<file path="src/core/slfs_map.svh">
// Offsets, field positions, reset values and timing figures of the link supervisor
`ifndef SLFS_MAP_SVH
`define SLFS_MAP_SVH
// ==========================================================
// Timing
`define SLFS_CLK_MHZ 100
`define SLFS_TICK_MS 10
`define SLFS_PROC_NS 100
`define SLFS_ERRT_UNIT_MS 100
`define SLFS_NRT_UNIT_MS 1000
`define SLFS_DLY_UNIT_MS 10
// ==========================================================
// Device register offsets
`define SLFS_OFS_SET 12'h000
`define SLFS_OFS_TIM 12'h004
`define SLFS_OFS_CTL 12'h008
`define SLFS_OFS_STAT 12'h00c
`define SLFS_OFS_ISTAT 12'h010
`define SLFS_OFS_IMASK 12'h014
// Host register offsets
`define SLFS_OFS_HCTL 12'h000
`define SLFS_OFS_HCFG 12'h004
`define SLFS_OFS_HSTAT 12'h008
`define SLFS_OFS_HISTAT 12'h00c
`define SLFS_OFS_HIMASK 12'h010
// ==========================================================
// Settings word fields
`define SLFS_F_STATION_LSB 0
`define SLFS_F_STATION_W 8
`define SLFS_F_MODE_LSB 8
`define SLFS_F_MODE_W 2
`define SLFS_F_RATE_LSB 10
`define SLFS_F_RATE_W 3
`define SLFS_F_PARITY_LSB 13
`define SLFS_F_PARITY_W 2
`define SLFS_F_DLEN_LSB 15
`define SLFS_F_STOP_LSB 16
`define SLFS_F_PROTO_LSB 17
`define SLFS_F_PROTO_W 2
`define SLFS_F_LMODE_LSB 19
`define SLFS_F_LMODE_W 4
`define SLFS_F_BMODE_LSB 23
`define SLFS_F_BMODE_W 2
// Timer word fields
`define SLFS_F_ERRT_LSB 0
`define SLFS_F_ERRT_W 10
`define SLFS_F_NRT_LSB 10
`define SLFS_F_NRT_W 6
`define SLFS_F_DLY_LSB 16
`define SLFS_F_DLY_W 7
// Host control register fields
`define SLFS_F_HSEND 0
`define SLFS_F_HABORT 1
`define SLFS_F_HSTN_LSB 8
// ==========================================================
// Reset values and writable masks
`define SLFS_SET_RST 32'h0000_0c01
`define SLFS_SET_MASK 32'h01ff_ffff
`define SLFS_TIM_RST 32'h0001_0014
`define SLFS_TIM_MASK 32'h007f_ffff
`define SLFS_HCFG_RST 32'h0000_0004
`define SLFS_HCFG_MASK 32'h0000_007f
`define SLFS_HSTN_RST 8'h01
// Codes with a fixed meaning
`define SLFS_LMODE_NET 4'h8
`define SLFS_BMODE_FOLLOW 2'h0
`endif

</file>
<file path="src/core/slfs_pkg.sv">
// Types and shared arithmetic of the link supervisor
package slfs_pkg;
  // ==========================================================
  // Error handling modes
  typedef enum logic [1:0] {
    EM_TRIP_NOW = 2'h0,
    EM_TRIP_LATE = 2'h1,
    EM_RECOVER = 2'h2,
    EM_RUN_ON = 2'h3
  } slfs_err_mode_type;

  // Fault supervisor states
  typedef enum logic [3:0] {
    FLT_IDLE = 4'h1,
    FLT_WAIT = 4'h2,
    FLT_RECOVER = 4'h4,
    FLT_TRIP = 4'h8
  } slfs_fault_type;

  // Setting value times a per-unit count, cut to 32 bits
  function automatic logic [31:0] slfs_scale(input logic [15:0] val, input int unsigned per);
    slfs_scale = 32'(val * per);
  endfunction
endpackage

</file>
<file path="src/core/slfs_link_if.sv">
// Frame level serial link between the card end and the inverter end
interface slfs_link_if;
  logic req_valid;
  logic req_abort;
  logic [7:0] req_station;
  logic [2:0] req_rate;
  logic [1:0] req_parity;
  logic [1:0] req_proto;
  logic rsp_valid;
  logic [7:0] rsp_station;

  modport dev (
    input req_valid, req_abort, req_station, req_rate, req_parity, req_proto,
    output rsp_valid, rsp_station
  );
  modport host (
    output req_valid, req_abort, req_station, req_rate, req_parity, req_proto,
    input rsp_valid, rsp_station
  );
endinterface

</file>
<file path="src/core/slfs_dev.sv">
// Inverter end: link settings, fault supervision, no-response timer and response delay
//
// Behaviour
// - Station address setting must be one.
// - No link command source: ignore all errors.
// - Mode 0 trips at once; 1 after timer.
// - Mode 2 recovers for timer, then trips.
// - Mode 3 never trips on link errors.
// - Error timer matters in mode 2; 60s advised.
// - No-response time acts only in mode 2.
// - Timeout raised within no-response time.
// - Requests within grace clear; else trip.
// - Respond after processing plus programmed delay.
// - Rate code 4 is 38.4kbaud, both ends; the inverter end resets to code 3.
// - Parity code 0, no parity bit.
// - Protocol code 0, Modbus RTU framing.
// - Data length and stop bits ignored.
// - Truncated frame from card is a link error.
// - Link mode 8 takes run and frequency.
// - Bus link mode 0 follows link mode.
`include "slfs_map.svh"

module slfs_dev #(
  parameter int unsigned TICK_CYCLES = `SLFS_TICK_MS * `SLFS_CLK_MHZ * 1000,
  parameter int unsigned PROC_CYCLES = (`SLFS_PROC_NS * `SLFS_CLK_MHZ + 999) / 1000
) (
  input wire logic mclk_i,
  input wire logic reset_n_i,
  input wire logic [11:0] paddr_i,
  input wire logic psel_i,
  input wire logic penable_i,
  input wire logic pwrite_i,
  input wire logic [31:0] pwdata_i,
  output logic [31:0] prdata_o,
  output logic pready_o,
  output logic pslverr_o,
  slfs_link_if.dev link,
  output logic trip_o,
  output logic irq_o
);
  localparam int unsigned ERRT_TICKS = `SLFS_ERRT_UNIT_MS / `SLFS_TICK_MS;
  localparam int unsigned NRT_TICKS = `SLFS_NRT_UNIT_MS / `SLFS_TICK_MS;
  localparam int unsigned DLY_TICKS = `SLFS_DLY_UNIT_MS / `SLFS_TICK_MS;

  logic [31:0] set_r;
  logic [31:0] tim_r;
  logic [2:0] istat_r;
  logic [2:0] imask_r;
  logic [31:0] prdata_r;
  slfs_pkg::slfs_fault_type state_r;
  slfs_pkg::slfs_fault_type state_nxt;
  logic [31:0] ft_cnt_r;
  logic [31:0] nr_cnt_r;
  logic nr_armed_r;
  logic [31:0] tick_cnt_r;
  logic tick_r;
  logic rsp_busy_r;
  logic [31:0] rsp_cnt_r;
  logic rsp_valid_r;
  logic [7:0] rsp_station_r;

  // ==========================================================
  // Setting fields
  logic [7:0] station_address_setting;
  logic [1:0] link_error_mode;
  logic [2:0] link_rate_setting;
  logic [1:0] parity_setting;
  logic [1:0] protocol_select;
  logic [3:0] link_mode_select;
  logic [1:0] bus_link_mode_select;
  logic [9:0] link_error_timer;
  logic [5:0] no_response_time;
  logic [6:0] response_delay_setting;
  assign station_address_setting = set_r[`SLFS_F_STATION_LSB +: `SLFS_F_STATION_W];
  assign link_error_mode = set_r[`SLFS_F_MODE_LSB +: `SLFS_F_MODE_W];
  assign link_rate_setting = set_r[`SLFS_F_RATE_LSB +: `SLFS_F_RATE_W];
  assign parity_setting = set_r[`SLFS_F_PARITY_LSB +: `SLFS_F_PARITY_W];
  assign protocol_select = set_r[`SLFS_F_PROTO_LSB +: `SLFS_F_PROTO_W];
  assign link_mode_select = set_r[`SLFS_F_LMODE_LSB +: `SLFS_F_LMODE_W];
  assign bus_link_mode_select = set_r[`SLFS_F_BMODE_LSB +: `SLFS_F_BMODE_W];
  assign link_error_timer = tim_r[`SLFS_F_ERRT_LSB +: `SLFS_F_ERRT_W];
  assign no_response_time = tim_r[`SLFS_F_NRT_LSB +: `SLFS_F_NRT_W];
  assign response_delay_setting = tim_r[`SLFS_F_DLY_LSB +: `SLFS_F_DLY_W];

  // ==========================================================
  // APB decode
  logic wr_en;
  logic rd_setup;
  logic hit;
  logic wr_set;
  logic wr_tim;
  logic wr_ctl;
  logic wr_istat;
  logic wr_imask;
  logic trip_clear;
  logic [31:0] rd_mux;
  assign wr_en = psel_i & penable_i & pwrite_i;
  assign rd_setup = psel_i & ~penable_i & ~pwrite_i;
  assign hit = (paddr_i == `SLFS_OFS_SET) | (paddr_i == `SLFS_OFS_TIM) |
               (paddr_i == `SLFS_OFS_CTL) | (paddr_i == `SLFS_OFS_STAT) |
               (paddr_i == `SLFS_OFS_ISTAT) | (paddr_i == `SLFS_OFS_IMASK);
  assign wr_set = wr_en & (paddr_i == `SLFS_OFS_SET);
  assign wr_tim = wr_en & (paddr_i == `SLFS_OFS_TIM);
  assign wr_ctl = wr_en & (paddr_i == `SLFS_OFS_CTL);
  assign wr_istat = wr_en & (paddr_i == `SLFS_OFS_ISTAT);
  assign wr_imask = wr_en & (paddr_i == `SLFS_OFS_IMASK);
  assign trip_clear = wr_ctl & pwdata_i[0];
  assign pready_o = 1'b1;
  assign pslverr_o = psel_i & penable_i & ~hit;
  assign prdata_o = prdata_r;

  // Control source and link qualification
  logic run_from_link;
  logic freq_from_link;
  logic ignoring;
  logic cfg_ok;
  logic good_req;
  logic bad_frame;
  logic trunc_frame;
  assign run_from_link = (bus_link_mode_select == `SLFS_BMODE_FOLLOW) &
                         ((link_mode_select == `SLFS_LMODE_NET) | link_mode_select[1]);
  assign freq_from_link = (bus_link_mode_select == `SLFS_BMODE_FOLLOW) &
                          ((link_mode_select == `SLFS_LMODE_NET) | link_mode_select[0]);
  assign ignoring = ~(run_from_link | freq_from_link);
  // Data length and stop bits take no part in the match
  assign cfg_ok = (link.req_rate == link_rate_setting) &
                  (link.req_parity == parity_setting) &
                  (link.req_proto == protocol_select);
  assign good_req = link.req_valid & cfg_ok &
                    (link.req_station == station_address_setting);
  assign bad_frame = link.req_valid & ~cfg_ok;
  assign trunc_frame = link.req_abort;

  // Timer limits: error and no-response in ticks, response in clock cycles
  logic [31:0] errt_lim;
  logic [31:0] nrt_lim;
  logic [31:0] rsp_lim;
  logic nr_active;
  logic nr_expire;
  logic err_evt;
  logic ft_done;
  assign errt_lim = slfs_pkg::slfs_scale({6'h00, link_error_timer}, ERRT_TICKS);
  assign nrt_lim = slfs_pkg::slfs_scale({10'h000, no_response_time}, NRT_TICKS);
  assign rsp_lim = slfs_pkg::slfs_scale({9'h000, response_delay_setting},
                                        DLY_TICKS * TICK_CYCLES) + PROC_CYCLES;
  assign nr_active = (link_error_mode == slfs_pkg::EM_RECOVER) &
                     (no_response_time != 6'h00) & ~ignoring & nr_armed_r;
  assign nr_expire = nr_active & (nr_cnt_r >= nrt_lim);
  assign err_evt = (bad_frame | trunc_frame | nr_expire) & ~ignoring;
  assign ft_done = ft_cnt_r >= errt_lim;
  assign rd_mux = (paddr_i == `SLFS_OFS_SET) ? set_r :
                  (paddr_i == `SLFS_OFS_TIM) ? tim_r :
                  (paddr_i == `SLFS_OFS_STAT) ? {26'h0, rsp_busy_r, ignoring, state_r} :
                  (paddr_i == `SLFS_OFS_ISTAT) ? {29'h0, istat_r} :
                  (paddr_i == `SLFS_OFS_IMASK) ? {29'h0, imask_r} : 32'h0000_0000;

  // ==========================================================
  // Fault supervisor next state
  always_comb begin
    state_nxt = state_r;
    unique case (state_r)
      slfs_pkg::FLT_IDLE: begin
        if (err_evt) begin
          unique case (link_error_mode)
            slfs_pkg::EM_TRIP_NOW: state_nxt = slfs_pkg::FLT_TRIP;
            slfs_pkg::EM_TRIP_LATE: state_nxt = slfs_pkg::FLT_WAIT;
            slfs_pkg::EM_RECOVER: state_nxt = slfs_pkg::FLT_RECOVER;
            slfs_pkg::EM_RUN_ON: state_nxt = slfs_pkg::FLT_IDLE;
          endcase
        end
      end
      slfs_pkg::FLT_WAIT: begin
        if (ignoring || link_error_mode == slfs_pkg::EM_RUN_ON) begin
          state_nxt = slfs_pkg::FLT_IDLE;
        end else if (ft_done) begin
          state_nxt = slfs_pkg::FLT_TRIP;
        end
      end
      slfs_pkg::FLT_RECOVER: begin
        if (ignoring || link_error_mode == slfs_pkg::EM_RUN_ON) begin
          state_nxt = slfs_pkg::FLT_IDLE;
        end else if (good_req) begin
          state_nxt = slfs_pkg::FLT_IDLE;
        end else if (ft_done) begin
          state_nxt = slfs_pkg::FLT_TRIP;
        end
      end
      slfs_pkg::FLT_TRIP: begin
        if (trip_clear) begin
          state_nxt = slfs_pkg::FLT_IDLE;
        end
      end
      default: state_nxt = slfs_pkg::FLT_IDLE;
    endcase
  end

  // Registers written by software
  always_ff @(posedge mclk_i) begin
    if (!reset_n_i) begin
      set_r <= `SLFS_SET_RST;
      tim_r <= `SLFS_TIM_RST;
      imask_r <= 3'h0;
      prdata_r <= 32'h0000_0000;
    end else begin
      if (wr_set) set_r <= pwdata_i & `SLFS_SET_MASK;
      if (wr_tim) tim_r <= pwdata_i & `SLFS_TIM_MASK;
      if (wr_imask) imask_r <= pwdata_i[2:0];
      if (rd_setup) prdata_r <= rd_mux;
    end
  end

  // Sticky events: link error, trip, recovery; set beats clear
  logic [2:0] evt;
  assign evt = {(state_r == slfs_pkg::FLT_RECOVER) & (state_nxt == slfs_pkg::FLT_IDLE) &
                good_req,
                (state_r != slfs_pkg::FLT_TRIP) & (state_nxt == slfs_pkg::FLT_TRIP),
                err_evt};
  always_ff @(posedge mclk_i) begin
    if (!reset_n_i) begin
      istat_r <= 3'h0;
    end else begin
      istat_r <= (istat_r & ~(wr_istat ? pwdata_i[2:0] : 3'h0)) | evt;
    end
  end
  assign irq_o = |(istat_r & imask_r);

  // Tick prescaler
  always_ff @(posedge mclk_i) begin
    if (!reset_n_i) begin
      tick_cnt_r <= 32'h0000_0000;
      tick_r <= 1'b0;
    end else begin
      tick_r <= (tick_cnt_r == TICK_CYCLES - 1);
      tick_cnt_r <= (tick_cnt_r == TICK_CYCLES - 1) ? 32'h0000_0000 : tick_cnt_r + 32'h1;
    end
  end

  // Fault state and error timer
  always_ff @(posedge mclk_i) begin
    if (!reset_n_i) begin
      state_r <= slfs_pkg::FLT_IDLE;
      ft_cnt_r <= 32'h0000_0000;
    end else begin
      state_r <= state_nxt;
      if (state_nxt != state_r || state_r == slfs_pkg::FLT_IDLE) begin
        ft_cnt_r <= 32'h0000_0000;
      end else if (tick_r) begin
        ft_cnt_r <= ft_cnt_r + 32'h1;
      end
    end
  end
  assign trip_o = (state_r == slfs_pkg::FLT_TRIP);

  // No-response timer, one timeout per gap
  always_ff @(posedge mclk_i) begin
    if (!reset_n_i) begin
      nr_cnt_r <= 32'h0000_0000;
      nr_armed_r <= 1'b1;
    end else begin
      if (ignoring || good_req) begin
        nr_cnt_r <= 32'h0000_0000;
        nr_armed_r <= 1'b1;
      end else if (nr_expire) begin
        nr_cnt_r <= 32'h0000_0000;
        nr_armed_r <= 1'b0;
      end else if (nr_active && tick_r) begin
        nr_cnt_r <= nr_cnt_r + 32'h1;
      end
    end
  end

  // Response timing: processing time plus programmed delay
  always_ff @(posedge mclk_i) begin
    if (!reset_n_i) begin
      rsp_busy_r <= 1'b0;
      rsp_cnt_r <= 32'h0000_0000;
      rsp_valid_r <= 1'b0;
      rsp_station_r <= 8'h00;
    end else begin
      rsp_valid_r <= 1'b0;
      if (good_req) begin
        rsp_busy_r <= 1'b1;
        rsp_cnt_r <= 32'h0000_0001;
      end else if (rsp_busy_r) begin
        rsp_cnt_r <= rsp_cnt_r + 32'h1;
        if (rsp_cnt_r >= rsp_lim) begin
          rsp_busy_r <= 1'b0;
          rsp_valid_r <= 1'b1;
          rsp_station_r <= station_address_setting;
        end
      end
    end
  end
  assign link.rsp_valid = rsp_valid_r;
  assign link.rsp_station = rsp_station_r;
endmodule // slfs_dev

</file>
<file path="src/flat_wrapper.sv">
// flat-port wrapper written by rule: the top's interface ports become plain ports
module slfs_dev_flat 
#(
  parameter int unsigned TICK_CYCLES = `SLFS_TICK_MS * `SLFS_CLK_MHZ * 1000,
  parameter int unsigned PROC_CYCLES = (`SLFS_PROC_NS * `SLFS_CLK_MHZ + 999) / 1000
)
  (mclk_i, reset_n_i, paddr_i, psel_i, penable_i, pwrite_i, pwdata_i, prdata_o, pready_o, pslverr_o, trip_o, irq_o, link_req_valid, link_req_abort, link_req_station, link_req_rate, link_req_parity, link_req_proto, link_rsp_valid, link_rsp_station);
  slfs_link_if link_i ();
  input wire logic mclk_i;
  input wire logic reset_n_i;
  input wire logic [11:0] paddr_i;
  input wire logic psel_i;
  input wire logic penable_i;
  input wire logic pwrite_i;
  input wire logic [31:0] pwdata_i;
  output logic [31:0] prdata_o;
  output logic pready_o;
  output logic pslverr_o;
  output logic trip_o;
  output logic irq_o;
  input wire logic [$bits(link_i.req_valid)-1:0] link_req_valid;
  input wire logic [$bits(link_i.req_abort)-1:0] link_req_abort;
  input wire logic [$bits(link_i.req_station)-1:0] link_req_station;
  input wire logic [$bits(link_i.req_rate)-1:0] link_req_rate;
  input wire logic [$bits(link_i.req_parity)-1:0] link_req_parity;
  input wire logic [$bits(link_i.req_proto)-1:0] link_req_proto;
  output wire logic [$bits(link_i.rsp_valid)-1:0] link_rsp_valid;
  output wire logic [$bits(link_i.rsp_station)-1:0] link_rsp_station;
  assign link_i.req_valid = link_req_valid;
  assign link_i.req_abort = link_req_abort;
  assign link_i.req_station = link_req_station;
  assign link_i.req_rate = link_req_rate;
  assign link_i.req_parity = link_req_parity;
  assign link_i.req_proto = link_req_proto;
  assign link_rsp_valid = link_i.rsp_valid;
  assign link_rsp_station = link_i.rsp_station;
  slfs_dev #(.TICK_CYCLES(TICK_CYCLES), .PROC_CYCLES(PROC_CYCLES)) u_core (.mclk_i(mclk_i), .reset_n_i(reset_n_i), .paddr_i(paddr_i), .psel_i(psel_i), .penable_i(penable_i), .pwrite_i(pwrite_i), .pwdata_i(pwdata_i), .prdata_o(prdata_o), .pready_o(pready_o), .pslverr_o(pslverr_o), .link(link_i), .trip_o(trip_o), .irq_o(irq_o));
endmodule
</file>
<file path="config.mk">
export PLATFORM = sky130hd
export DESIGN_NAME = slfs_dev_flat
export DESIGN_NICKNAME = d
export VERILOG_FILES = /design/src/core/slfs_pkg.sv /design/src/core/slfs_link_if.sv /design/src/core/slfs_dev.sv /design/src/flat_wrapper.sv
export VERILOG_INCLUDE_DIRS = /design/src /design/src/core
export SDC_FILE = /design/constraint.sdc
export NUM_CORES = 1
export LEC_CHECK = 0
export BUFFER_PORTS_ARGS = -buffer_cell sky130_fd_sc_hd__buf_4
export CAP_MARGIN = 15
export CORE_MARGIN = 1.5
export CORE_UTILIZATION = 40
export CTS_BUF_LIST = sky130_fd_sc_hd__clkbuf_4
export DETAILED_ROUTE_END_ITERATION = 10
export GPL_ROUTABILITY_DRIVEN = 0
export PLACE_DENSITY = 0.6
export SYNTH_ARGS = -nofsm -noshare
export SYNTH_HDL_FRONTEND = slang
export SYNTH_SLANG_ARGS = --single-unit
</file>
<file path="constraint.sdc">
create_clock -name mclk_i -period 10.6 [get_ports mclk_i]
set_input_delay 2.12 -clock mclk_i [delete_from_list [all_inputs] [get_ports mclk_i]]
set_output_delay 2.12 -clock mclk_i [all_outputs]
set_load 0.1 [all_outputs]
</file>
; Yosys cells after proc, flatten, opt, wreduce, memory -nomap -nowiden
; Index checks and enable logic that the tools add are counted.
[totals]
regBits = 230
input_bits = 66
output_inout_bits = 45
word_cells = 134
[op_classes]
addsub = 5
multipliers = 3
magnitude_cmp = 3
eq_ne = 22
mux = 20
n_bitwise = 48
n_reduce_logical = 17
[ops]
columns = op, n
row1 = 32-bit by 1-bit adder with 32-bit output (second input constant), 4
row2 = 32-bit two-way mux, 4
row3 = 32-bit by 20-bit == test with 1-bit output (second input constant), 1
row4 = 32-bit by 13-bit greater-or-equal comparator with 1-bit output, 1
row5 = 32-bit by 14-bit greater-or-equal comparator with 1-bit output, 1
row6 = 32-bit by 28-bit greater-or-equal comparator with 1-bit output, 1
row7 = 4-bit case mux with 4 select lines, 2
row8 = 27-bit by 4-bit adder with 28-bit output (second input constant), 1
row9 = 1-bit AND, 26
row10 = 12-bit by 4-bit == test with 1-bit output (second input constant), 2
row11 = 12-bit by 5-bit == test with 1-bit output (second input constant), 2
row12 = 4-bit two-way mux, 6
row13 = 7-bit by 14-bit multiplier with 21-bit output (second input constant), 1
row14 = 10-bit by 3-bit multiplier with 13-bit output (second input constant), 1
row15 = 12-bit by 3-bit == test with 1-bit output (second input constant), 1
row16 = 4-bit == test (second input constant), 3
row17 = 12-bit zero test, 1
row18 = 6-bit by 5-bit multiplier with 11-bit output (second input constant), 1
row19 = 1-bit OR, 10
row20 = 3-bit OR reduction, 3
row21 = 4-bit by 1-bit == test with 1-bit output (second input constant), 2
row22 = 8-bit == test, 1
row23 = 1-bit NOT, 8
row24 = 2-bit OR reduction, 4
row25 = other kinds (19), 31

; Longest topological paths before layout
; Gate-level depths: netlist (run 1).
[depth]
depth_word = 15
ltp_mapped = 24
ltp_nobuf = 23

; Worst setup path after synthesis (run 1)
; Ideal clock, no wire load.
[synth_timing]
path_kind = input -> output
start = in paddr_i[9]
end = out pslverr_o
t_arrival_ns = 3.846
required_time_ns = 8.480
slack_ns = 4.634
cell_stages = 2
path_buffers = 0
path_cell_list = nor4_1 -> a31oi_1
[synth_between]
elab_chain_cells = 8
elab_cells_between_ends = 13
classes_between = eq/ne: 5 / bitwise: 7 / reduce/logical: 1
[synth_rtl]
columns = item, line_no
row1 = from (decl), flat_wrapper.sv:11  ; input wire logic [11:0] paddr_i;
row2 = 12-bit by 3-bit == test with 1-bit output (no line) / 12-bit zero test (equally long branches), --
row3 = 1-bit OR (4 in a row), slfs_dev.sv:99  ; assign hit = (paddr_i == `SLFS_OFS_SET) | (paddr_i == `SLFS_OFS_TIM) |
row4 = 1-bit OR (*), slfs_dev.sv:99
row5 = 1-bit NOT (*), slfs_dev.sv:109  ; assign pslverr_o = psel_i & penable_i & ~hit;
row6 = 1-bit AND (*), slfs_dev.sv:109
row7 = to (decl), flat_wrapper.sv:18  ; output logic pslverr_o;
; Mark *: on every way between the ends. The rest lies on a longest branch, timed or not.

; Worst setup path in the final report (run 1)
[layout_timing]
start = reg u_core.tim_r[17]
end = reg u_core.rsp_valid_r (netlist: u_core.link.rsp_valid)
[layout_between]
elab_chain_cells = 4
[layout_rtl]
columns = item, line_no
row1 = from (decl), slfs_dev.sv:46  ; logic [31:0] tim_r;
row2 = from (signal assigned), slfs_dev.sv:201  ; tim_r <= `SLFS_TIM_RST;
row3 = from (signal assigned), slfs_dev.sv:206  ; if (wr_tim) tim_r <= pwdata_i & `SLFS_TIM_MASK;
row4 = 7-bit by 14-bit multiplier with 21-bit output, slfs_pkg.sv:22  ; slfs_scale = 32'(val * per);
row5 = 27-bit by 4-bit adder with 28-bit output, slfs_dev.sv:145  ; DLY_TICKS * TICK_CYCLES) + PROC_CYCLES;
row6 = 32-bit by 28-bit greater-or-equal comparator with 1-bit output, slfs_dev.sv:286  ; if (rsp_cnt_r >= rsp_lim) begin
row7 = 1-bit two-way mux, slfs_dev.sv:286
row8 = to (signal assigned), slfs_dev.sv:277  ; rsp_valid_r <= 1'b0;
row9 = to (signal assigned), slfs_dev.sv:280  ; rsp_valid_r <= 1'b0;
row10 = to (signal assigned), slfs_dev.sv:288  ; rsp_valid_r <= 1'b1;
row11 = to (decl), slfs_dev.sv:59  ; logic rsp_valid_r;
; No other way between the ends.
; A chain may end at the register's enable or synchronous reset.

==> results of run 1 <==
==> sequential cells by signal, summed over array words and instances (netlist names) <==
signal	flops
u_core.istat_r	3
u_core.rsp_cnt_r	32
u_core.tick_cnt_r	32
u_core.link.rsp_valid	1
u_core.rsp_busy_r	1
u_core.imask_r	3
u_core.tick_r	1
u_core.state_r	4
u_core.set_r	25
u_core.tim_r	23
u_core.prdata_o	25
u_core.nr_armed_r	1
u_core.ft_cnt_r	32
u_core.link.rsp_station	8
u_core.nr_cnt_r	32
==> cells in the mapped netlist, drive strengths merged (2+ instances only) <==
cell type    n  area [um^2]
a211o        4         35.0
a211oi       8         60.1
a21boi      53          398
a21o         8         60.1
a21oi       39          195
a221oi      21          190
a222oi       7         70.1
a31o         3         26.3
a31oi       17          106
a41oi       12          105
and2        12         75.1
and3        24          150
and4        13          114
buf         25          193
clkbuf      43          161
conb         2         7.51
dfxtp      223         4460
fa          14          280
ha         141         1760
inv         77          289
mux2i        3         30.0
nand2      191          717
nand2b      11         68.8
nand3       77          385
nand3b       3         22.5
nand4       31          194
nor2       176          673
nor2b       10         62.6
nor3        54          315
nor3b       19          143
nor4        15          106
nor4b        3         26.3
o211a        3         30.0
o211ai      11         87.6
o21a         3         22.5
o21ai       24          120
o21bai       5         37.5
o31a         3         26.3
or2          6         37.5
or3          5         31.3
or3b         2         17.5
or4          4         30.0
xnor2       68          596
xor2        78          683
==> how the worst max path moves through the flow <==
stage,depth (start not counted),endpoint,slack (ns),start
2_1_floorplan,2,pslverr_o,4.63,paddr_i[9]
3_3_place_gp,23,u_core.link.rsp_valid,4.30,u_core.tim_r[17]
3_5_place_dp,23,u_core.link.rsp_valid,4.27,u_core.tim_r[17]
4_1_cts,23,u_core.link.rsp_valid,4.17,u_core.tim_r[17]
5_1_grt,23,u_core.link.rsp_valid,3.58,u_core.tim_r[17]
6_report,23,u_core.link.rsp_valid,4.24,u_core.tim_r[17]
==> worst min-delay path, delay by kind of cell, from the launching register on <==
family / cells / cell delay [ns]
flops: 1 / 0.31
compound gates: 1 / 0.06
simple gates: 1 / 0.05
==> kinds of logic (layout without fill, tap and decap cells) <==
family                     Yosys count  in the layout  synth area share [%]
buffers and inverters              145            300                  4.83
AOI/OAI and AO/OA                  233            233                  12.7
DFF                                223            223                  33.5
other                                2             10                0.0564
and+or+nand+nor                    656            656                  23.8
adders and majority gates          155            155                  15.3
xor gates and xnor gates           146            146                  9.60
muxes                                3              3                 0.225
==> metrics by stage <==
step / util, % / total power [mW] / cells / setup WS (ns) / cell area [um^2]
after detailed placement: 43.9 / 0.971 / 2048 / 4.27 / 14400
final: 46.6 / 1.75 / 2168 / 4.24 / 15200
after global routing: 46.6 / 1.84 / 2168 / 3.58 / 15200
after floorplan: - / 0.936 / 1569 / 4.63 / 13300
after CTS: 46.4 / 1.79 / 2164 / 4.17 / 15200
after global placement: 43.9 / 0.970 / 2048 / 4.30 / 14400
==> routing by layer <==
metal / track usage, % / vias up
li1: - / 5717
met1: 25.4 / 5188
met2: 32.6 / 229
met3: 3.97 / 55
met4: 7.58 / 0
met5: 0 / -
==> power by group through the flow <==
stage / logic, mW / registers [mW] / clock network (mW)
floorplan: 0.0419 / 0.894 / 0
global placement: 0.105 / 0.865 / 0
detailed placement: 0.105 / 0.865 / 0
CTS: 0.105 / 0.847 / 0.835
global route: 0.112 / 0.847 / 0.879
finish: 0.106 / 0.847 / 0.802
==> cell type report <==
cell class / instances / area, um^2 / share of cell area, %
clock inverters: 23 / 114 / 0.748
diodes: 2 / 5.00 / 0.0329
inverters: 77 / 289 / 1.90
clock buffers: 93 / 698 / 4.58
repair buffers: 107 / 843 / 5.54
multi-input cells: 1201 / 8260 / 54.3
well taps: 442 / 553 / 3.63
flip-flops and latches: 223 / 4460 / 29.3
==> results.sh, run 1 <==
export IMPL_cts_sinks=223
export IMPL_hold_class="register to register"
export IMPL_synth_edf_count=0
export IMPL_yosys_warnings=0
export IMPL_cp_max_fo=18
export IMPL_async_reset_ff_share_pct=0
export IMPL_finalSetupTns_ns=0
export IMPL_p_sw_share_pct=26.8
export IMPL_final_hold_violation_count=0
export IMPL_crit_required_ns=11.13
export IMPL_crit_arrival_ns=6.90
export IMPL_r2r_start="u_core.tim_r[17]"
export IMPL_reg2regPathDepth=23
export IMPL_hold_end="u_core.prdata_o[23]"
export IMPL_via_count=11200
export IMPL_fmax_mhz=157
export IMPL_final_cell_mix="dfxtp_1 (223), nand2_1 (191), nor2_1 (171), ha_1 (141), buf_4 (105)"
export IMPL_layout_area_overhead_vs_synth_pct=14.3
export IMPL_p_switching_mw=0.470
export IMPL_met2_length_mm=15.2
export IMPL_clkTransAtPathRegs_ns=0.06
export IMPL_cellInternalPower_mw=1.28
export IMPL_p_leak_nw=6.26
export IMPL_p_seq_share_pct=48.3
export IMPL_grt_setup_unrepaired="no"
export IMPL_grt_start_max_net_pins=108
export IMPL_core_region_area_um2=32700
export IMPL_power_density_nw_per_um2=115
export IMPL_met1Wirelength_mm=15.4
export IMPL_die_width_um=186
export IMPL_finalSetupViolations=0
export IMPL_syn_cell_area_um2=13300
export IMPL_grt_usage_pct=19.8
export IMPL_row_count=66
export IMPL_power_frac_comb_pct=6.0
export IMPL_final_common_cell="dfxtp_1"
export IMPL_floorplan_initialDensity_pct=40.8
export IMPL_cts_tree="yes"
export IMPL_fin_skew_ns=0.0909
export IMPL_top_layer="met4"
export IMPL_holdPathStages=2
export IMPL_die_area_um2=34400
export IMPL_crit_chain="inv_1, fa_1, inv_1, ha_1, inv_1, fa_1, fa_1, inv_1, ha_1, and4_1, and3_1, a2111oi_0, o21bai_1, a21oi_1, xor2_1, ha_1, and3_1, nand3_1, or3_1, a31oi_1, a221oi_2, nand2_1, and3_1"
export IMPL_period_share_pct=60.0
export IMPL_crit_buf_inv=4
export IMPL_ys_flop_type="dfxtp_1"
export IMPL_die_h_um=186
export IMPL_grt_pass1_wl_mm=54.6
export IMPL_grt_pass1_vias=10900
export IMPL_wl_per_cell_um=15.3
export IMPL_reg2reg_slack_ns=4.24
export IMPL_io_pins=111
export IMPL_tritoncts_num_buffers=67
export IMPL_synth_cell_types=65
export IMPL_cpPeakStageDelay_ns=0.91
export IMPL_postCtsSetupBuffers=0
export IMPL_relSlewSlack_pct=18.8
export IMPL_ys_seq_area_share_pct=33.5
export IMPL_synth_seq_cells=223
export IMPL_dr_first_iter_drc_count=602
export IMPL_status="completed"
export IMPL_crit_path_start_kind="register"
export IMPL_tightestPinTransition_ns=1.22
export IMPL_clock_path_buffers=3
export IMPL_postCtsHoldBufs=0
export IMPL_r2r_end="u_core.link.rsp_valid"
export IMPL_fill_cells=3274
export IMPL_whs_ns=0.468
export IMPL_drive_above_1_share_pct=14.1
export IMPL_crit_type="register to register"
export IMPL_clkPwrFrac_pct=45.7
export IMPL_ctsResizeCount=0
export IMPL_viasPerCell=5.16
export IMPL_clkLatencyLatePin_ns=0.70
export IMPL_synthCells=1563
export IMPL_hpwl_mm=23.9
export IMPL_antenna_found_initial=2
export IMPL_h_tree_depth=3
export IMPL_slowest_stage="a221oi_2"
export IMPL_port_buffers=95
export IMPL_crit_top_cell="inv_1"
export IMPL_route_antenna_remaining_nets=0
export IMPL_min_period_ns=6.36
export IMPL_cts_root_buf="clkbuf_4"
export IMPL_drv_cap=0
export IMPL_drt_wl_total_mm=33.1
export IMPL_route_detailed_drc=0
export IMPL_grt_ovfl_total=0
export IMPL_end_kind="register"
export IMPL_min_from="u_core.prdata_o[23]"
export IMPL_drt_first_pass_iters=5
export IMPL_syn_mean_instance_area_um2=8.53
export IMPL_nets=1898
export IMPL_wl_met3_mm=1.60
export IMPL_critical_path_top_delay_family="adder cells"
export IMPL_slew_violations=0
export IMPL_peakVddDrop_uv=64.9
(Power assumes the default switching activity.)
==> run 2, diff against run 1 <==
- clock period: 10.6 -> 5.9 ns (I/O delays scaled with it)
==> run 2 against run 1 <==
Wire length increased by 2.5%. Core utilization increased by 0.52 points. Sequential share of layout area decreased by 0.32 points. Non-clock buffer count increased by 11. Combinational power increased by 79%. Largest power group is now clock.
==> results.sh, run 2 (synthesis gave the netlist of run 1 again) <==
export IMPL_status="completed"
export IMPL_drv_cap=0
export IMPL_fmax_mhz=179
export IMPL_via_count=11400
export IMPL_cp_max_fo=18
export IMPL_port_buffers=95
export IMPL_design_area_um2=15400
export IMPL_power_density_nw_per_um2=213
export IMPL_floorplan_initialDensity_pct=40.8
export IMPL_tightestPinTransition_ns=1.11
export IMPL_die_area_um2=34400
export IMPL_reg2reg_slack_ns=0.32
export IMPL_grt_pass1_wl_mm=55.2
export IMPL_die_h_um=186
export IMPL_hold_end="u_core.tick_cnt_r[0]"
export IMPL_finalSetupViolations=0
export IMPL_final_cell_mix="dfxtp_1 (223), nand2_1 (191), nor2_1 (171), ha_1 (141), buf_4 (116)"
export IMPL_post_route_util_pct=47.1
export IMPL_r2r_end="u_core.link.rsp_station[6]"
export IMPL_h_tree_depth=3
export IMPL_grt_pass1_vias=11100
export IMPL_clock_path_buffers=3
export IMPL_crit_arrival_ns=6.14
export IMPL_cts_tree="yes"
export IMPL_dr_first_iter_drc_count=573
export IMPL_core_region_area_um2=32700
export IMPL_cts_root_buf="clkbuf_4"
export IMPL_final_hold_violation_count=0
export IMPL_io_pins=111
export IMPL_hold_class="register to register"
export IMPL_drt_wl_total_mm=33.9
export IMPL_layout_setup_ws_ns=0.315
export IMPL_final_common_cell="dfxtp_1"
export IMPL_relSlewSlack_pct=25.2
export IMPL_die_width_um=186
export IMPL_reg2regPathDepth=24
export IMPL_viasPerCell=5.22
export IMPL_place_area_um2=14400
export IMPL_holdPathStages=1
export IMPL_crit_required_ns=6.45
export IMPL_grt_start_max_net_pins=67
export IMPL_row_count=66
export IMPL_p_leak_nw=6.35
export IMPL_cts_sinks=223
export IMPL_hpwl_mm=24.4
export IMPL_grt_usage_pct=20.2
export IMPL_min_from="u_core.tick_cnt_r[0]"
export IMPL_clkLatencyLatePin_ns=0.71
export IMPL_layout_area_overhead_vs_synth_pct=15.6
export IMPL_period_share_pct=94.7
export IMPL_grt_setup_unrepaired="no"
export IMPL_slew_violations=0
export IMPL_clkTransAtPathRegs_ns=0.07
export IMPL_peakVddDrop_uv=121
export IMPL_antenna_found_initial=2
export IMPL_route_antenna_remaining_nets=0
export IMPL_fin_skew_ns=0.0314
export IMPL_crit_path_start_kind="register"
export IMPL_min_period_ns=5.58
export IMPL_end_kind="register"
export IMPL_crit_type="register to register"
export IMPL_drt_first_pass_iters=7
export IMPL_grt_ovfl_total=0
export IMPL_dp_slack_ns=-0.145
export IMPL_finalSetupTns_ns=0
export IMPL_tritoncts_num_buffers=68
export IMPL_nets=1910
export IMPL_route_detailed_drc=0
export IMPL_drive_above_1_share_pct=15.0
export IMPL_r2r_start="u_core.tim_r[17]"
export IMPL_wl_per_cell_um=15.5
## run 2: cell count changes in the layout (fill, tap and decap cells not counted), sizes merged
cell,delta
clkbuf,+1
buf,+11
bufinv,+3
clkinv,-3
clkinvlp,-1
## run 2: area by class of cell
cell class,instances,area (um^2)
Multi-Input combinational cell,1201,8310
Antenna cell,2,5.00
Inverter,77,289
Fill cell,3317,17300
Clock inverter,22,168
Timing Repair Buffer,118,906
Clock buffer,94,706
Tap cell,442,553
Sequential cell,223,4460
## run 2: critical path, cell delays in order, from the launching register on
cell,delay [ns]
dfxtp_1,0.33
inv_1,0.07
fa_1,0.53
inv_1,0.06
ha_1,0.27
inv_1,0.05
fa_1,0.49
fa_1,0.51
inv_1,0.04
ha_1,0.33
and4_1,0.24
and3_1,0.22
a2111oi_2,0.35
o21bai_1,0.14
a21oi_2,0.14
xor2_1,0.10
ha_1,0.30
and3_1,0.14
nand3_1,0.09
or3_1,0.43
a31oi_4,0.20
a221oi_4,0.06
buf_12,0.16
nand4_1,0.09
o211ai_1,0.09
## run 2: how the worst max path moves through the flow
stage                     start                          to  slack (ns)
6_report       u_core.tim_r[17]  u_core.link.rsp_station[6]        0.32
5_1_grt        u_core.tim_r[17]  u_core.link.rsp_station[1]        0.02
4_1_cts        u_core.tim_r[17]       u_core.link.rsp_valid        0.14
3_5_place_dp   u_core.tim_r[17]  u_core.link.rsp_station[6]       -0.14
3_3_place_gp   u_core.tim_r[17]       u_core.link.rsp_valid       -0.08
2_1_floorplan  u_core.tim_r[17]  u_core.link.rsp_station[3]        0.32
## run 2: power breakdown
group	switching, mW	internal (mW)	total (mW)
Clock	0.708	0.867	1.57
Combinational	0.133	0.0562	0.190
Sequential	0.00674	1.51	1.52
## run 2: per-layer routing
metal / global-route usage [%] / part of all wire (%) / routed length, um
met1: 25.6 / 46 / 15600
met2: 33.7 / 46 / 15600
met3: 3.82 / 4.8 / 1630
met4: 7.84 / 3.0 / 1020
met5: 0 / 0 / 0
## run 2: repair_timing
item                       in CTS  in global routing
hold endpoints to repair        0                  0
gates resized for setup         1                  7
buffers inserted                0                  1
hold buffers                    0                  0
setup endpoints to repair      10                 10
pin swaps                       0                  1
## run 2: through the flow
step | cells | hold WS [ns] | total power, mW
2_1_floorplan | 1569 | 0.430 | 1.68
5_1_grt | 2179 | 0.482 | 3.44
4_1_cts | 2175 | 0.468 | 3.34
3_3_place_gp | 2059 | 0.448 | 1.74
3_5_place_dp | 2059 | 0.456 | 1.74
6_report | 2179 | 0.463 | 3.29
==> run 3, diff against run 2 <==
- CTS_BUF_LIST: sky130_fd_sc_hd__clkbuf_4 -> sky130_fd_sc_hd__clkbuf_4 sky130_fd_sc_hd__clkbuf_8
==> run 3 against run 2 <==
Global-route usage down 0.28 points. Fmax shrank 0.30%. Sequential share of layout area is 0.21 points lower. Core utilization rose by 0.34 points. Sequential power hardly changed. Worst setup slack got worse by 0.017 ns. Sequential cell count unchanged. Critical endpoint is now u_core.rsp_busy_r. Highest routed layer unchanged.
==> results.sh, run 3 (synthesis gave the netlist of run 1 again) <==
export IMPL_status="completed"
export IMPL_crit_type="register to register"
export IMPL_min_period_ns=5.60
export IMPL_row_count=66
export IMPL_r2r_end="u_core.rsp_busy_r"
export IMPL_setup_worst_path_end="u_core.rsp_busy_r"
export IMPL_grt_ovfl_total=0
export IMPL_wl_per_cell_um=15.8
export IMPL_startpoint="u_core.tim_r[17]"
export IMPL_crit_path_start_kind="register"
export IMPL_drt_wl_total_mm=33.7
export IMPL_finalSetupTns_ns=0
export IMPL_drv_cap=0
export IMPL_power_density_nw_per_um2=224
export IMPL_final_hold_violation_count=0
export IMPL_dr_first_iter_drc_count=546
export IMPL_nets=1885
export IMPL_tritoncts_num_buffers=43
export IMPL_peakVddDrop_uv=157
export IMPL_fmax_mhz=179
export IMPL_layout_area_overhead_vs_synth_pct=16.4
export IMPL_post_route_util_pct=47.4
export IMPL_fill_cells=3284
export IMPL_finalSetupViolations=0
export IMPL_io_pins=111
export IMPL_core_region_area_um2=32700
export IMPL_final_cell_mix="dfxtp_1 (223), nand2_1 (191), nor2_1 (171), ha_1 (141), buf_4 (116)"
export IMPL_crit_required_ns=6.32
export IMPL_reg2regPathDepth=24
export IMPL_final_common_cell="dfxtp_1"
export IMPL_period_share_pct=94.9
export IMPL_register_area_um2=4460
export IMPL_hold_class="register to register"
export IMPL_viasPerCell=5.23
export IMPL_route_detailed_drc=0
export IMPL_slew_violations=0
export IMPL_drt_first_pass_iters=7
export IMPL_cts_tree="yes"
export IMPL_grt_pass1_vias=10900
export IMPL_crit_arrival_ns=6.02
export IMPL_die_width_um=186
export IMPL_route_antenna_remaining_nets=0
export IMPL_port_buffers=95
export IMPL_antenna_found_initial=0
export IMPL_holdPathStages=2
export IMPL_grt_setup_unrepaired="no"
export IMPL_p_leak_nw=6.35
export IMPL_die_area_um2=34400
export IMPL_grt_usage_pct=19.9
export IMPL_grt_start_max_net_pins=67
export IMPL_end_kind="register"
export IMPL_drive_above_1_share_pct=13.7
export IMPL_clock_path_buffers=3
export IMPL_multi_input_area_um2=8310
export IMPL_cp_max_fo=18
export IMPL_relSlewSlack_pct=26.2
export IMPL_tightestPinTransition_ns=1.10
export IMPL_floorplan_initialDensity_pct=40.8
export IMPL_cts_root_buf="clkbuf_8"
export IMPL_power_mw=3.47
export IMPL_n_antenna_cell=0
export IMPL_grt_pass1_wl_mm=55.1
export IMPL_r2r_start="u_core.tim_r[17]"
export IMPL_reg2reg_slack_ns=0.30
export IMPL_clkTransAtPathRegs_ns=0.06
export IMPL_die_h_um=186
export IMPL_hpwl_mm=24.4
export IMPL_via_count=11200
export IMPL_cts_sinks=223
export IMPL_fin_skew_ns=0.0218
export IMPL_h_tree_depth=2
export IMPL_clkLatencyLatePin_ns=0.54
-- run 3: changes by cell type in the layout (fill, tap and decap cells not counted), sizes merged --
cell,delta
diode,-2
bufinv,+1
clkbuf,-27
inv,-3
clkinvlp,+1
clkinv,-12
-- run 3: what timing repair did --
action | in CTS | in global routing
buffers inserted | 0 | 1
pin swaps | 0 | 1
hold buffers | 0 | 0
endpoints found under the setup margin | 10 | 10
resized for setup | 1 | 7
-- run 3: metal layers --
| metal | GRT usage [%] | wire, um | vias up |
|---|---|---|---|
| met5 | 0 | 0 | - |
| met4 | 4.75 | 517 | 0 |
| met3 | 2.99 | 1390 | 37 |
| met2 | 34.4 | 16000 | 216 |
| met1 | 25.9 | 15800 | 5267 |
| li1 | - | - | 5660 |
-- run 3: final cells by class --
cell class | instances | area share [%]
multi-input cells | 1201 | 53.6
repair buffers | 118 | 5.84
flip-flops and latches | 223 | 28.8
clock buffers | 67 | 5.42
inverters | 77 | 1.86
well taps | 442 | 3.57
clock inverters | 9 | 0.952
-- run 3: worst min-delay path by stage --
stage                                       to                 start  slack [ns]
after floorplan           u_core.tick_cnt_r[0]  u_core.tick_cnt_r[0]        0.43
after global placement    u_core.tick_cnt_r[0]  u_core.tick_cnt_r[0]        0.45
after detailed placement  u_core.tick_cnt_r[0]  u_core.tick_cnt_r[0]        0.46
after CTS                 u_core.tick_cnt_r[0]  u_core.tick_cnt_r[0]        0.47
after global routing      u_core.tick_cnt_r[0]  u_core.tick_cnt_r[0]        0.48
final                         u_core.set_r[16]      u_core.set_r[16]        0.47
-- run 3: through the flow --
stage | worst slack [ns] | hold WS, ns | instance area, um^2 | instances
finish | 0.298 | 0.470 | 15500 | 2137
global placement | -0.0815 | 0.448 | 14400 | 2059
detailed placement | -0.145 | 0.456 | 14400 | 2059
CTS | 0.143 | 0.469 | 15400 | 2135
floorplan | 0.316 | 0.430 | 13300 | 1569
global route | 0.00433 | 0.483 | 15500 | 2137
-- run 3: critical path: stages, from the launching register on --
cell and delay [ns]:
dfxtp_1 0.33, inv_1 0.07, fa_1 0.53, inv_1 0.06
ha_1 0.27, inv_1 0.05, fa_1 0.49, fa_1 0.51
inv_1 0.04, ha_1 0.33, and4_1 0.24, and3_1 0.22
a2111oi_2 0.36, o21bai_1 0.14, a21oi_2 0.14, xor2_1 0.09
ha_1 0.29, and3_1 0.14, nand3_1 0.09, or3_1 0.43
a31oi_4 0.20, a221oi_4 0.06, buf_12 0.16, a31oi_1 0.16
nor2b_1 0.06
-- run 3: power breakdown --
part / switching, mW / total, mW / internal, mW / leakage, nW
clock network: 0.679 / 1.76 / 1.08 / 0.520
registers: 0.00666 / 1.52 / 1.52 / 1.80
logic: 0.134 / 0.190 / 0.0563 / 4.03
